### src/hw/adcrc_pkg.sv
// Functional notes
// - upper result: high bits, others zero
// - lower result refreshed every unlocked conversion end
// - ten-bit: upper read locks until lower read
// - locked results completing are discarded
// - eight-bit mode: no read lock
// - low-power bit selects reduced power
// - divider codes divide by 1,2,4,8
// - select bit: 1 bus, 0 alternate
// - mode: 8-bit sw, 10-bit sw, 10-bit hw
// - reset returns eight-bit mode
// - result rounded to selected width
// - sample 3.5 or 23.5 converter cycles; code samples 4 or 24 ticks
// - async enable: async source, runs in stop
// - async clear: select bit rules, stop halts
// - done flag: set at end, cleared by access
// - status write aborts, restarts (hw mode: only arms) unless all ones
// - continuous stops on reset, stop without async, writes
// - all-ones channel powers off, isolates input
//
// shared constants and carriers of the converter control block.
// assumes the analog core reports a raw code with one guard bit.
package adcrc_pkg;

	// register addresses on the plain port
	localparam logic [3:0] ADDR_STATUS = 4'h0;
	localparam logic [3:0] ADDR_UPPER = 4'h1;
	localparam logic [3:0] ADDR_LOWER = 4'h2;
	localparam logic [3:0] ADDR_CLOCK = 4'h3;

	// reset values
	localparam logic [7:0] CLOCK_RESET = 8'h00;
	localparam logic [4:0] CHANNEL_OFF = 5'h1f;

	// mode codes
	localparam logic [1:0] MODE_8_SW = 2'h0;
	localparam logic [1:0] MODE_10_SW = 2'h1;
	localparam logic [1:0] MODE_10_HW = 2'h3;

	// sample lengths in converter half cycles, rounded up to whole ticks
	localparam int SAMPLE_SHORT_HALVES = 7;
	localparam int SAMPLE_LONG_HALVES = 47;
	localparam logic [4:0] SAMPLE_SHORT_TICKS = 5'((SAMPLE_SHORT_HALVES + 1) / 2);
	localparam logic [4:0] SAMPLE_LONG_TICKS = 5'((SAMPLE_LONG_HALVES + 1) / 2);

	// conversion phases
	typedef enum logic [1:0] {
		PH_IDLE = 2'b00,
		PH_SAMPLE = 2'b01,
		PH_CONVERT = 2'b10
	} adcrc_phase_t;

	// clock configuration register layout
	typedef struct packed {
		logic low_power;
		logic [1:0] clock_divide_field;
		logic input_clock_select;
		logic [1:0] mode;
		logic long_sample_select;
		logic async_clock_enable;
	} adcrc_clk_cfg_t;

	// register bus request
	typedef struct packed {
		logic rd;
		logic wr;
		logic [3:0] addr;
		logic [7:0] wdata;
	} adcrc_bus_req_t;

	// controls toward the analog core
	typedef struct packed {
		logic power_up;
		logic isolate;
		logic low_power;
		logic ten_bit;
		logic sample;
		logic convert;
		logic converter_clock;
		logic [4:0] channel_select;
	} adcrc_core_ctrl_t;

	// answer from the analog core
	typedef struct packed {
		logic done;
		logic [10:0] raw;
	} adcrc_core_resp_t;

	// whole state of the control block
	typedef struct packed {
		adcrc_phase_t phase;
		logic [2:0] div_count;
		logic [4:0] phase_count;
		logic conversion_done_flag;
		logic continuous_convert;
		logic [4:0] channel_select;
		adcrc_clk_cfg_t cfg;
		logic lock;
		logic armed;
		logic run_cont;
		logic [1:0] result_upper;
		logic [7:0] result_lower;
		logic [7:0] rdata;
		logic [1:0] alt_sync;
		logic alt_last;
		logic [1:0] async_sync;
		logic async_last;
		logic [1:0] trig_sync;
		logic trig_last;
	} adcrc_state_t;

endpackage : adcrc_pkg

### src/hw/adcrc_top.sv
// converter control: result registers with read lock, clock register,
// clock divider and conversion sequencer for the analog core.
// assumes the core pulses done one cycle with its raw code, and that
// the clock pins are slow against CLOCK.
//
// Added by the designer: the register addresses and the plain strobed port.
`timescale 1ns/100ps
`default_nettype none

module adcrc_top (
	// clock and reset
	input wire logic CLOCK,
	input wire logic RESET_N,
	// register port
	input wire adcrc_pkg::adcrc_bus_req_t BUS_REQ,
	output logic [7:0] BUS_RDATA,
	// analog core
	output var adcrc_pkg::adcrc_core_ctrl_t CORE_CTRL,
	input wire adcrc_pkg::adcrc_core_resp_t CORE_RESP,
	// clock sources and system
	input wire logic ALT_CLK_PIN,
	input wire logic ASYNC_CLK_PIN,
	output logic ASYNC_OSC_EN,
	input wire logic HW_TRIGGER_PIN,
	input wire logic STOP_MODE
);

	////////////////////////////////////////////////////////////////////
	// helpers

	// mask of the divider count for a divide code
	function automatic logic [2:0] div_mask(input logic [1:0] code);
		div_mask = 3'((4'h1 << code) - 4'h1);
	endfunction : div_mask

	// mode decode used by lock, rounding and core
	function automatic logic is_ten_bit(input logic [1:0] mode);
		is_ten_bit = (mode == adcrc_pkg::MODE_10_SW) ||
			(mode == adcrc_pkg::MODE_10_HW);
	endfunction : is_ten_bit

	// round the raw code with guard bit, saturating at full scale
	function automatic logic [9:0] round_raw(input logic [10:0] raw,
		input logic ten);
		logic [10:0] s10;
		logic [8:0] s8;
		s10 = {1'b0, raw[10:1]} + {10'h000, raw[0]};
		s8 = {1'b0, raw[10:3]} + {8'h00, raw[2]};
		if (ten) begin
			round_raw = s10[10] ? 10'h3ff : s10[9:0];
		end else begin
			round_raw = {2'h0, (s8[8] ? 8'hff : s8[7:0])};
		end
	endfunction : round_raw

	////////////////////////////////////////////////////////////////////
	// state

	adcrc_pkg::adcrc_state_t st; // registered state
	adcrc_pkg::adcrc_state_t next_st; // next state

	// decoded strobes
	logic sc_wr; // status register written
	logic cfg_wr; // clock register written
	logic upper_rd; // upper result read
	logic lower_rd; // lower result read
	logic ten; // ten-bit mode active
	logic hw_mode; // hardware trigger mode
	logic src_tick; // selected input clock edge
	logic tick; // converter clock enable
	logic stop_halt; // stop without async clock
	logic trig_edge; // hardware trigger rising edge
	logic [4:0] sample_ticks; // sample length in ticks
	logic [9:0] rounded; // rounded result
	logic busy; // conversion in progress

	assign sc_wr = BUS_REQ.wr && (BUS_REQ.addr == adcrc_pkg::ADDR_STATUS);
	assign cfg_wr = BUS_REQ.wr && (BUS_REQ.addr == adcrc_pkg::ADDR_CLOCK);
	assign upper_rd = BUS_REQ.rd && (BUS_REQ.addr == adcrc_pkg::ADDR_UPPER);
	assign lower_rd = BUS_REQ.rd && (BUS_REQ.addr == adcrc_pkg::ADDR_LOWER);
	assign ten = is_ten_bit(st.cfg.mode);
	assign hw_mode = (st.cfg.mode == adcrc_pkg::MODE_10_HW);
	assign busy = (st.phase != adcrc_pkg::PH_IDLE);
	assign rounded = round_raw(CORE_RESP.raw, ten);
	assign trig_edge = st.trig_sync[1] && !st.trig_last;
	// async clock halts nothing in stop; otherwise stop kills all work
	assign stop_halt = STOP_MODE && !st.cfg.async_clock_enable;
	assign sample_ticks = st.cfg.long_sample_select ?
		adcrc_pkg::SAMPLE_LONG_TICKS :
		adcrc_pkg::SAMPLE_SHORT_TICKS;

	// pick the input clock: async pin, bus clock or alternate pin
	always_comb begin
		if (st.cfg.async_clock_enable) begin
			src_tick = st.async_sync[1] && !st.async_last;
		end else if (st.cfg.input_clock_select) begin
			src_tick = 1'b1;
		end else begin
			src_tick = st.alt_sync[1] && !st.alt_last;
		end
	end

	// converter clock fires on the last input edge of each period
	assign tick = src_tick && (st.div_count == div_mask(
		st.cfg.clock_divide_field));

	////////////////////////////////////////////////////////////////////
	// next state

	always_comb begin
		next_st = st;
		// pin synchronisers; first stage feeds only the second
		next_st.alt_sync = {st.alt_sync[0], ALT_CLK_PIN};
		next_st.alt_last = st.alt_sync[1];
		next_st.async_sync = {st.async_sync[0], ASYNC_CLK_PIN};
		next_st.async_last = st.async_sync[1];
		next_st.trig_sync = {st.trig_sync[0], HW_TRIGGER_PIN};
		next_st.trig_last = st.trig_sync[1];

		// divider count, restarted when the setting changes
		if (cfg_wr) begin
			next_st.div_count = 3'h0;
		end else if (tick) begin
			next_st.div_count = 3'h0;
		end else if (src_tick) begin
			next_st.div_count = st.div_count + 3'h1;
		end

		// sequencer
		unique case (st.phase)
			adcrc_pkg::PH_IDLE: begin
				// hardware trigger starts an armed conversion
				if (hw_mode && st.armed && trig_edge) begin
					next_st.phase = adcrc_pkg::PH_SAMPLE;
					next_st.phase_count = 5'h00;
				end
			end
			adcrc_pkg::PH_SAMPLE: begin
				if (tick) begin
					if (st.phase_count == sample_ticks - 5'h01) begin
						next_st.phase = adcrc_pkg::PH_CONVERT;
					end
					next_st.phase_count = st.phase_count + 5'h01;
				end
			end
			adcrc_pkg::PH_CONVERT: begin
				if (CORE_RESP.done) begin
					// continuous software mode goes straight on
					if (st.run_cont && !hw_mode) begin
						next_st.phase = adcrc_pkg::PH_SAMPLE;
					end else begin
						next_st.phase = adcrc_pkg::PH_IDLE;
					end
					next_st.phase_count = 5'h00;
				end
			end
			default: begin
				// illegal code falls back to idle
				next_st.phase = adcrc_pkg::PH_IDLE;
			end
		endcase

		// results: store unless the ten-bit lock holds them
		if (CORE_RESP.done && (st.phase == adcrc_pkg::PH_CONVERT)) begin
			if (!(ten && st.lock) || lower_rd) begin
				next_st.result_upper = ten ? rounded[9:8] : 2'h0;
				next_st.result_lower = rounded[7:0];
			end
		end

		// read lock: upper read arms it, lower read releases it
		if (!ten) begin
			next_st.lock = 1'b0;
		end else if (lower_rd) begin
			next_st.lock = 1'b0;
		end else if (upper_rd) begin
			next_st.lock = 1'b1;
		end

		// done flag; a completing conversion beats the clear
		if (CORE_RESP.done && (st.phase == adcrc_pkg::PH_CONVERT)) begin
			next_st.conversion_done_flag = 1'b1;
		end else if (sc_wr || lower_rd) begin
			next_st.conversion_done_flag = 1'b0;
		end

		// clock register write halts continuous work
		if (cfg_wr) begin
			next_st.cfg = adcrc_pkg::adcrc_clk_cfg_t'(BUS_REQ.wdata);
			next_st.run_cont = 1'b0;
			next_st.phase = adcrc_pkg::PH_IDLE;
		end

		// status write aborts; a real channel restarts the conversion, or only arms the trigger in hardware mode
		if (sc_wr) begin
			next_st.continuous_convert = BUS_REQ.wdata[5];
			next_st.channel_select = BUS_REQ.wdata[4:0];
			next_st.phase = adcrc_pkg::PH_IDLE;
			next_st.phase_count = 5'h00;
			next_st.run_cont = 1'b0;
			next_st.armed = 1'b0;
			if (BUS_REQ.wdata[4:0] != adcrc_pkg::CHANNEL_OFF) begin
				next_st.run_cont = BUS_REQ.wdata[5];
				if (hw_mode) begin
					next_st.armed = 1'b1;
				end else begin
					next_st.phase = adcrc_pkg::PH_SAMPLE;
				end
			end
		end

		// stop without the async clock ends everything until rewritten
		if (stop_halt) begin
			next_st.phase = adcrc_pkg::PH_IDLE;
			next_st.run_cont = 1'b0;
			next_st.armed = 1'b0;
		end

		// read data, one cycle after the strobe; unmapped reads zero
		next_st.rdata = 8'h00;
		if (BUS_REQ.rd) begin
			unique case (BUS_REQ.addr)
				adcrc_pkg::ADDR_STATUS: next_st.rdata = {
					st.conversion_done_flag, 1'b0,
					st.continuous_convert, st.channel_select};
				adcrc_pkg::ADDR_UPPER:
					next_st.rdata = {6'h00, st.result_upper};
				adcrc_pkg::ADDR_LOWER: next_st.rdata = st.result_lower;
				adcrc_pkg::ADDR_CLOCK: next_st.rdata = st.cfg;
				default: next_st.rdata = 8'h00;
			endcase
		end
	end

	////////////////////////////////////////////////////////////////////
	// registers

	// synchronous reset; clock register zero gives eight-bit mode
	always_ff @(posedge CLOCK) begin
		if (!RESET_N) begin
			st <= '0;
			st.cfg <= adcrc_pkg::adcrc_clk_cfg_t'(adcrc_pkg::CLOCK_RESET);
			st.channel_select <= adcrc_pkg::CHANNEL_OFF;
			st.phase <= adcrc_pkg::PH_IDLE;
		end else begin
			st <= next_st;
		end
	end

	////////////////////////////////////////////////////////////////////
	// outputs

	assign BUS_RDATA = st.rdata;
	// async generator runs only while a conversion is under way
	assign ASYNC_OSC_EN = st.cfg.async_clock_enable && busy;
	// core controls in one process, so the carrier has a single driver
	always_comb begin
		CORE_CTRL.power_up = busy;
		CORE_CTRL.isolate =
			(st.channel_select == adcrc_pkg::CHANNEL_OFF);
		CORE_CTRL.low_power = st.cfg.low_power;
		CORE_CTRL.ten_bit = ten;
		CORE_CTRL.sample = (st.phase == adcrc_pkg::PH_SAMPLE);
		CORE_CTRL.convert = (st.phase == adcrc_pkg::PH_CONVERT);
		CORE_CTRL.converter_clock = tick && busy;
		CORE_CTRL.channel_select = st.channel_select;
	end

	////////////////////////////////////////////////////////////////////
	// checks

	property p_upper_zero;
		@(posedge CLOCK) disable iff (!RESET_N)
		upper_rd |=> (BUS_RDATA[7:2] == 6'h00);
	endproperty
	a_upper_zero: assert property (p_upper_zero)
		else $error("upper result high bits not zero");

	property p_lower_update;
		@(posedge CLOCK) disable iff (!RESET_N)
		(CORE_RESP.done && CORE_CTRL.convert && !st.lock && !cfg_wr)
		|=> (st.result_lower == $past(rounded[7:0]));
	endproperty
	a_lower_update: assert property (p_lower_update)
		else $error("lower result not refreshed");

	property p_lock_hold;
		@(posedge CLOCK) disable iff (!RESET_N)
		(ten && st.lock && !lower_rd && CORE_RESP.done)
		|=> $stable(st.result_lower) && $stable(st.result_upper);
	endproperty
	a_lock_hold: assert property (p_lock_hold)
		else $error("locked result overwritten");

	property p_lock_set;
		@(posedge CLOCK) disable iff (!RESET_N)
		(upper_rd && ten && !cfg_wr) ##1 (!lower_rd && !cfg_wr)[*3]
		|-> st.lock;
	endproperty
	a_lock_set: assert property (p_lock_set)
		else $error("upper read did not lock");

	property p_no_lock_8bit;
		@(posedge CLOCK) disable iff (!RESET_N)
		(!ten && !cfg_wr) |=> !st.lock;
	endproperty
	a_no_lock_8bit: assert property (p_no_lock_8bit)
		else $error("lock held in eight-bit mode");

	property p_divide8;
		@(posedge CLOCK) disable iff (!RESET_N)
		(tick && st.cfg.input_clock_select && !st.cfg.async_clock_enable
			&& st.cfg.clock_divide_field == 2'h3 && !cfg_wr)
		##1 (!cfg_wr)[*7]
		|=> tick;
	endproperty
	a_divide8: assert property (p_divide8)
		else $error("divide by eight period wrong");

	property p_flag_set;
		@(posedge CLOCK) disable iff (!RESET_N)
		(CORE_RESP.done && CORE_CTRL.convert) |=> st.conversion_done_flag;
	endproperty
	a_flag_set: assert property (p_flag_set)
		else $error("done flag not set");

	property p_flag_clear;
		@(posedge CLOCK) disable iff (!RESET_N)
		(lower_rd && !CORE_RESP.done) |=> !st.conversion_done_flag;
	endproperty
	a_flag_clear: assert property (p_flag_clear)
		else $error("done flag not cleared");

	property p_start;
		@(posedge CLOCK) disable iff (!RESET_N)
		(sc_wr && !hw_mode && !STOP_MODE
			&& BUS_REQ.wdata[4:0] != adcrc_pkg::CHANNEL_OFF)
		|=> CORE_CTRL.sample ##0 (st.phase_count == 5'h00);
	endproperty
	a_start: assert property (p_start)
		else $error("status write did not restart");

	property p_stop_halt;
		@(posedge CLOCK) disable iff (!RESET_N)
		stop_halt |=> !busy && !st.run_cont;
	endproperty
	a_stop_halt: assert property (p_stop_halt)
		else $error("conversion survived stop");

	property p_off;
		@(posedge CLOCK) disable iff (!RESET_N)
		(sc_wr && BUS_REQ.wdata[4:0] == adcrc_pkg::CHANNEL_OFF)
		|=> !busy && CORE_CTRL.isolate && !CORE_CTRL.power_up;
	endproperty
	a_off: assert property (p_off)
		else $error("off channel did not power down");

	property p_reset_cfg;
		@(posedge CLOCK)
		!RESET_N |=> (st.cfg == adcrc_pkg::CLOCK_RESET);
	endproperty
	a_reset_cfg: assert property (p_reset_cfg)
		else $error("clock register not reset");

endmodule : adcrc_top

`default_nettype wire

### config.mk
export PLATFORM = sky130hd
export DESIGN_NAME = adcrc_top
export DESIGN_NICKNAME = d
export VERILOG_FILES = /design/src/hw/adcrc_pkg.sv /design/src/hw/adcrc_top.sv
export SDC_FILE = /design/constraint.sdc
export NUM_CORES = 1
export LEC_CHECK = 0
export BUFFER_PORTS_ARGS = -buffer_cell sky130_fd_sc_hd__clkbuf_2
export CAP_MARGIN = 20
export CELL_PAD_IN_SITES_DETAIL_PLACEMENT = 1
export CELL_PAD_IN_SITES_GLOBAL_PLACEMENT = 1
export CORE_MARGIN = 3
export CORE_UTILIZATION = 41
export DETAILED_ROUTE_END_ITERATION = 8
export GPL_TIMING_DRIVEN = 0
export PLACE_DENSITY = 0.88
export SLEW_MARGIN = 5
export SYNTH_ARGS = -nofsm -noshare
export SYNTH_HDL_FRONTEND = slang
export SYNTH_SLANG_ARGS = --single-unit
### constraint.sdc
create_clock -name CLOCK -period 2.3 [get_ports CLOCK]
set_input_delay 0.46 -clock CLOCK [delete_from_list [all_inputs] [get_ports CLOCK]]
set_output_delay 0.46 -clock CLOCK [all_outputs]
set_load 0.05 [all_outputs]
# Word level (Yosys, flattened, before mapping)
# Cells that the tools add are included.
[word_totals]
mem_count = 0
ramBits = 0
input_bits = 32
romBits = 0
word_cells = 118
output_inout_bits = 21
regBits = 55
latchBits = 0
[op_classes]
multipliers = 0
n_reduce_logical = 39
n_bitwise = 2
n_eq_ne = 18
div_mod_pow = 0
mux = 28
n_shift = 1
addsub = 6
order_cmp = 0
[ops]
columns = ["cell", "n"]
rows = [
  ["$pmux W8 S4", 1],
  ["$mux W10", 2],
  ["$mux W5", 4],
  ["$logic_and A1 B1 Y1", 16],
  ["$mux W2", 8],
  ["$pmux W5 S3", 1],
  ["$ne A4 B1 Y1 const B", 3],
  ["$add A10 B1 Y11", 1],
  ["$mux W1", 10],
  ["$add A8 B1 Y9", 1],
  ["$eq A4 B2 Y1 const B", 2],
  ["$mux W8", 1],
  ["$reduce_and A4 Y1", 2],
  ["$logic_not A1 Y1", 6],
  ["$pmux W2 S3", 1],
  ["$reduce_bool A2 Y1", 3],
  ["$reduce_or A3 Y1", 2],
  ["$add A5 B1 Y5 const B", 1],
  ["$eq A5 B5 Y1", 1],
  ["$eq A5 B5 Y1 const B", 1],
  ["$ne A5 B5 Y1 const B", 1],
  ["$sub A5 B1 Y5 const B", 1],
  ["$eq A2 B1 Y1 const B", 2],
  ["$eq A2 B2 Y1 const B", 2],
  ["15 further kinds", 21],
]

# Depth between registers and ports, before layout
[logic_depth]
ltp_word = 9
mapped_depth = 7
depth_no_buf = 7

# Worst setup path after synthesis
# No wires, ideal clock.
[synth_timing]
kind = "flip-flop to flip-flop"
from = "register st[54] (netlist name)"
to = "register st[19] (netlist name)"
arrival_time_ns = 2.254
setup_ns = 0.136
path_buffers = 1
t_required_ns = 2.164
path_slack_ns = -0.089
period_less_slack_ns = 2.389
path_stages_with_launch = 7
cell_sequence = "dfxtp_1 buf_2 nor2b_1 nand2_1 or4_1 o211ai_1 a31oi_1"
[synth_rtl]
columns = ["element", "line", "source"]
rows = [
  ["start: declaration", "adcrc_top.sv:59", "adcrc_pkg::adcrc_state_t st;"],
  ["start signal: assignment", "adcrc_top.sv:246", "st <= next_st;"],
]

==> results.rst <==
.. list-table::
   :header-rows: 1

   * - Metric
     - Value
   * - Flip-flop and latch count after synthesis
     - 55
   * - Synthesized cell area
     - 2903 µm²
   * - Instance area at placement
     - roughly 3300 µm²
   * - Cell taking the most area after synthesis
     - sky130_fd_sc_hd__dfxtp_1
   * - Final net count
     - around 450
   * - First-pass GRT wire length
     - between 10 and 15 mm
   * - Cells on worst reg2reg path
     - 7
   * - Number of cells traversed by the worst hold path
     - 2
   * - Share of flip-flops with an asynchronous set or reset
     - 0%
   * - Cell chain of the critical path
     - or2b_2 > a22o_4 > o21bai_4 > and2b_2 > clkbuf_16
   * - Count of routing violations after the opening detailed-route iteration
     - 214
   * - Total negative setup slack
     - 0 ns
   * - Portion of total power attributed to combinational logic
     - 11.7%
   * - Portion of synthesized cell area occupied by the leading cell type
     - between 30% and 40%
   * - Count of max-cap constraint violations
     - 0
   * - Power density relative to cell area
     - 510.6 nW/µm²
   * - CP max stage delay
     - 0.35 ns
   * - Number of buffers between clock root and the deepest sink
     - 2
   * - Setup repair after global routing missed its margin
     - true
   * - Cell internal pwr
     - 1.290 mW
   * - Fin area
     - 3455 µm²
   * - Non-filler instance count after layout
     - 507
   * - Net switching power figure
     - 0.4744 mW
   * - Primary flip-flop cell chosen by synthesis mapping
     - sky130_fd_sc_hd__dfxtp_1
   * - Final core occ
     - between 50 and 60%
   * - Vias after detailed routing
     - 2863
   * - Initial antenna violation count
     - 0
   * - Number of unique standard cell types used by synthesis
     - 60
   * - Result of the run
     - completed
   * - Headroom to the max-slew limit
     - 55.60%
   * - Number of max-slew violations in the final report
     - 0
   * - CTS tree
     - built
   * - Arrival time of the worst setup path
     - 1.79 ns
   * - Type of the worst min-delay path
     - in2reg
   * - Synthesized Nets
     - 388
   * - Count of flip-flops with a built-in enable after synthesis
     - 0
   * - Floorplan die width
     - between 90 and 100 µm
   * - First-pass iteration count of the detailed router
     - 4
   * - CORE AREA
     - slightly below 7000 µm²
   * - Clk sink count
     - 55
   * - Clk_skew
     - 0.006454 ns
   * - Part of the Yosys area used for sequential elements
     - 37.93%
   * - Critical path data required time
     - 1.84 ns
   * - Clock Pin Slew Worst Setup and Hold Paths
     - 0.11 ns
   * - Standard-cell row count
     - 30
   * - Leftover overflow at the end of global routing
     - 0
   * - Total clock buffers created by CTS
     - 5
   * - Vias in the first global route
     - approximately 2900
   * - Mean instance size in the synthesized netlist
     - 8.294 µm²
   * - Part of the total power dissipated in the clock network
     - 33.1%
   * - Post-DP HPWL
     - about 6.6 mm
   * - Number of ports placed on the die boundary
     - 53
   * - Hold Vio Cnt, Final
     - 0
   * - Share of final-layout standard cells stronger than drive strength 1
     - 26.28%
   * - Leakage power
     - approximately 1.4 nW
   * - Number of buffers added to fix hold violations after cts
     - 0
   * - Crit Path Category
     - reg2out
   * - Crit path time final
     - between 2 and 2.5 ns
   * - Growth of design area from synthesis to finish
     - 19.01%
   * - Routed wire length
     - 8.892 mm
   * - Crit path capture type
     - output pin
   * - CP max-delay cell
     - sky130_fd_sc_hd__dfxtp_2
   * - Placer's final routability congestion estimate
     - roughly 0.87
   * - Slew at the pin with the worst max-slew slack
     - 0.6577 ns
   * - Placed Cells incl. Taps
     - a little under 500
   * - DIE AREA
     - 8125 µm²
   * - Post-Syn Instances
     - 350
   * - Power share of the sequential group
     - 55.3%
   * - Die boundary height
     - 90.14 µm
   * - Average vias per placed instance
     - between 5 and 6
   * - Fmax achieved
     - roughly 440 MHz
   * - Worst VDD drop
     - 0.2230 mV
   * - Pin count of the biggest net entering global routing
     - 18
   * - Clock latency on the worst-skew pair
     - roughly 0.31 ns
   * - Yosys synthesis warning count
     - 0
   * - Part of the cycle the worst path needs
     - 97.87%
   * - Critical path peak fanout
     - 2
   * - CTS H-tree lvls
     - 2
   * - Root Buffer
     - sky130_fd_sc_hd__clkbuf_8
   * - Setup Viol. Count Final
     - 0
   * - Sw frac
     - 26.89%
   * - Post-route DRC
     - 0
   * - Port Buf Inserts
     - 48
   * - Wire length per cell after detailed routing
     - ~18 µm
   * - Initial Util
     - 42.49%
   * - Startpoint type of the worst setup path
     - flop
   * - GRT Util Overall
     - 22.18%
   * - Count of inserted antenna diode cells
     - 0
   * - Top post-synthesis cells by area
     - sky130_fd_sc_hd__dfxtp_1, sky130_fd_sc_hd__nand2_1, sky130_fd_sc_hd__a21oi_1, sky130_fd_sc_hd__buf_4, sky130_fd_sc_hd__nand3_1
   * - Antenna Violating Nets Remaining
     - 0
-- power groups by stage --
| stage | combinational [mW] | clock, mW | sequential, mW |
|---|---|---|---|
| final | 0.206 | 0.583 | 0.975 |
| after global routing | 0.226 | 0.637 | 0.977 |
| after CTS | 0.202 | 0.591 | 0.975 |
| after detailed placement | 0.196 | 0 | 0.999 |
| after global placement | 0.189 | 0 | 0.998 |
| after floorplan | 0.123 | 0 | 0.995 |
-- cell usage in the layout, fill, tap and decap left out, types with 5 or more instances in the layout --
cell	n
sky130_fd_sc_hd__and2_1	10
sky130_fd_sc_hd__a31oi_1	7
sky130_fd_sc_hd__a21oi_1	25
sky130_fd_sc_hd__nor3_1	8
sky130_fd_sc_hd__clkbuf_1	10
sky130_fd_sc_hd__xor2_1	5
sky130_fd_sc_hd__nor2_1	20
sky130_fd_sc_hd__dfxtp_1	52
sky130_fd_sc_hd__mux2_2	7
sky130_fd_sc_hd__a22oi_1	8
sky130_fd_sc_hd__and3_1	6
sky130_fd_sc_hd__o21ai_0	12
sky130_fd_sc_hd__nand2_1	54
sky130_fd_sc_hd__buf_4	20
sky130_fd_sc_hd__clkbuf_2	47
sky130_fd_sc_hd__clkbuf_8	6
sky130_fd_sc_hd__inv_1	8
sky130_fd_sc_hd__nand3_1	21
sky130_fd_sc_hd__ha_1	6
-- per-stage QoR --
step / total power, mW / hold WS [ns] / setup slack (ns)
2_1_floorplan: 1.118 / 0.4119 / 0.1914
3_3_place_gp: 1.187 / 0.4177 / 0.04306
3_5_place_dp: 1.195 / 0.4275 / 0.01700
4_1_cts: 1.769 / 0.3418 / -0.02558
5_1_grt: 1.840 / 0.3516 / -0.01945
6_report: 1.764 / 0.3470 / 0.04901
-- state kept, by name (all words and copies together), names as in the netlist --
name       count
st            35
BUS_RDATA      8
CORE_CTRL      6
next_st        6
-- logic make-up (layout without fill, tap and decap cells) --
group	count (synthesis)	in the layout	share of synthesized area, %
flops	55	55	37.93
fa+ha+maj	6	6	2.586
mux	10	10	4.612
compound gates	82	82	19.70
simple gates	149	149	25.30
buf+inv	41	102	7.759
xor+xnor	7	7	2.112
-- critical path, delay by kind of cell (launching register included) --
kind,cells,cell delay [ns]
AO/OA/AOI/OAI,2,0.43
buffers and inverters,1,0.15
flip-flops,1,0.35
AND/OR/NAND/NOR,2,0.54
-- metal layers --
layer,wire length [µm],up-vias,GRT usage (%)
li1,-,1362,-
met1,3887,1401,29.21
met2,4435,90,38.08
met3,453,10,2.762
met4,116,0,6.378
met5,0,-,0
-- synth_stat cells, types with 3 or more instances --
cell and number:
sky130_fd_sc_hd__clkbuf_1 10, sky130_fd_sc_hd__nor2_1 21, sky130_fd_sc_hd__nand3b_1 3, sky130_fd_sc_hd__ha_1 6
sky130_fd_sc_hd__nor3_1 8, sky130_fd_sc_hd__nor2b_1 4, sky130_fd_sc_hd__xor2_1 5, sky130_fd_sc_hd__o31a_1 3
sky130_fd_sc_hd__nand3_1 21, sky130_fd_sc_hd__a31oi_1 7, sky130_fd_sc_hd__a22oi_1 8, sky130_fd_sc_hd__nand4_1 3
sky130_fd_sc_hd__and3_1 6, sky130_fd_sc_hd__o211ai_1 4, sky130_fd_sc_hd__buf_2 3, sky130_fd_sc_hd__and2_1 10
sky130_fd_sc_hd__or3_1 4, sky130_fd_sc_hd__nand2_1 55, sky130_fd_sc_hd__inv_1 8, sky130_fd_sc_hd__buf_4 16
sky130_fd_sc_hd__o21ai_0 12, sky130_fd_sc_hd__dfxtp_1 55, sky130_fd_sc_hd__mux2_2 7, sky130_fd_sc_hd__a21oi_1 25
-- worst paths after layout --
check / end / startpoint / slack (ns)
min: next_st[8] / ALT_CLK_PIN / 0.35
max reg2reg: st[47] / next_st[3] / 0.25
max: CORE_CTRL[5] / next_st[3] / 0.05
min reg2reg: next_st[3] / next_st[5] / 0.45
-- cell type report --
class | instances | area [µm²]
clock buffers | 6 | 82.58
flip-flops and latches | 55 | 1110
inverters | 9 | 33.78
clock inverters | 2 | 16.27
plain buffers | 31 | 180.2
repair buffers | 54 | 312.8
well taps | 96 | 120.1
fillers | 864 | 3377
multi-input cells | 254 | 1599
-- repair_timing --
item | CTS | global route
pin swaps | 3 | 3
endpoints found under the setup margin | 1 | 1
resized for setup | 10 | 4
buffers inserted | 5 | 1
Power figures use the tool's default switching activity.
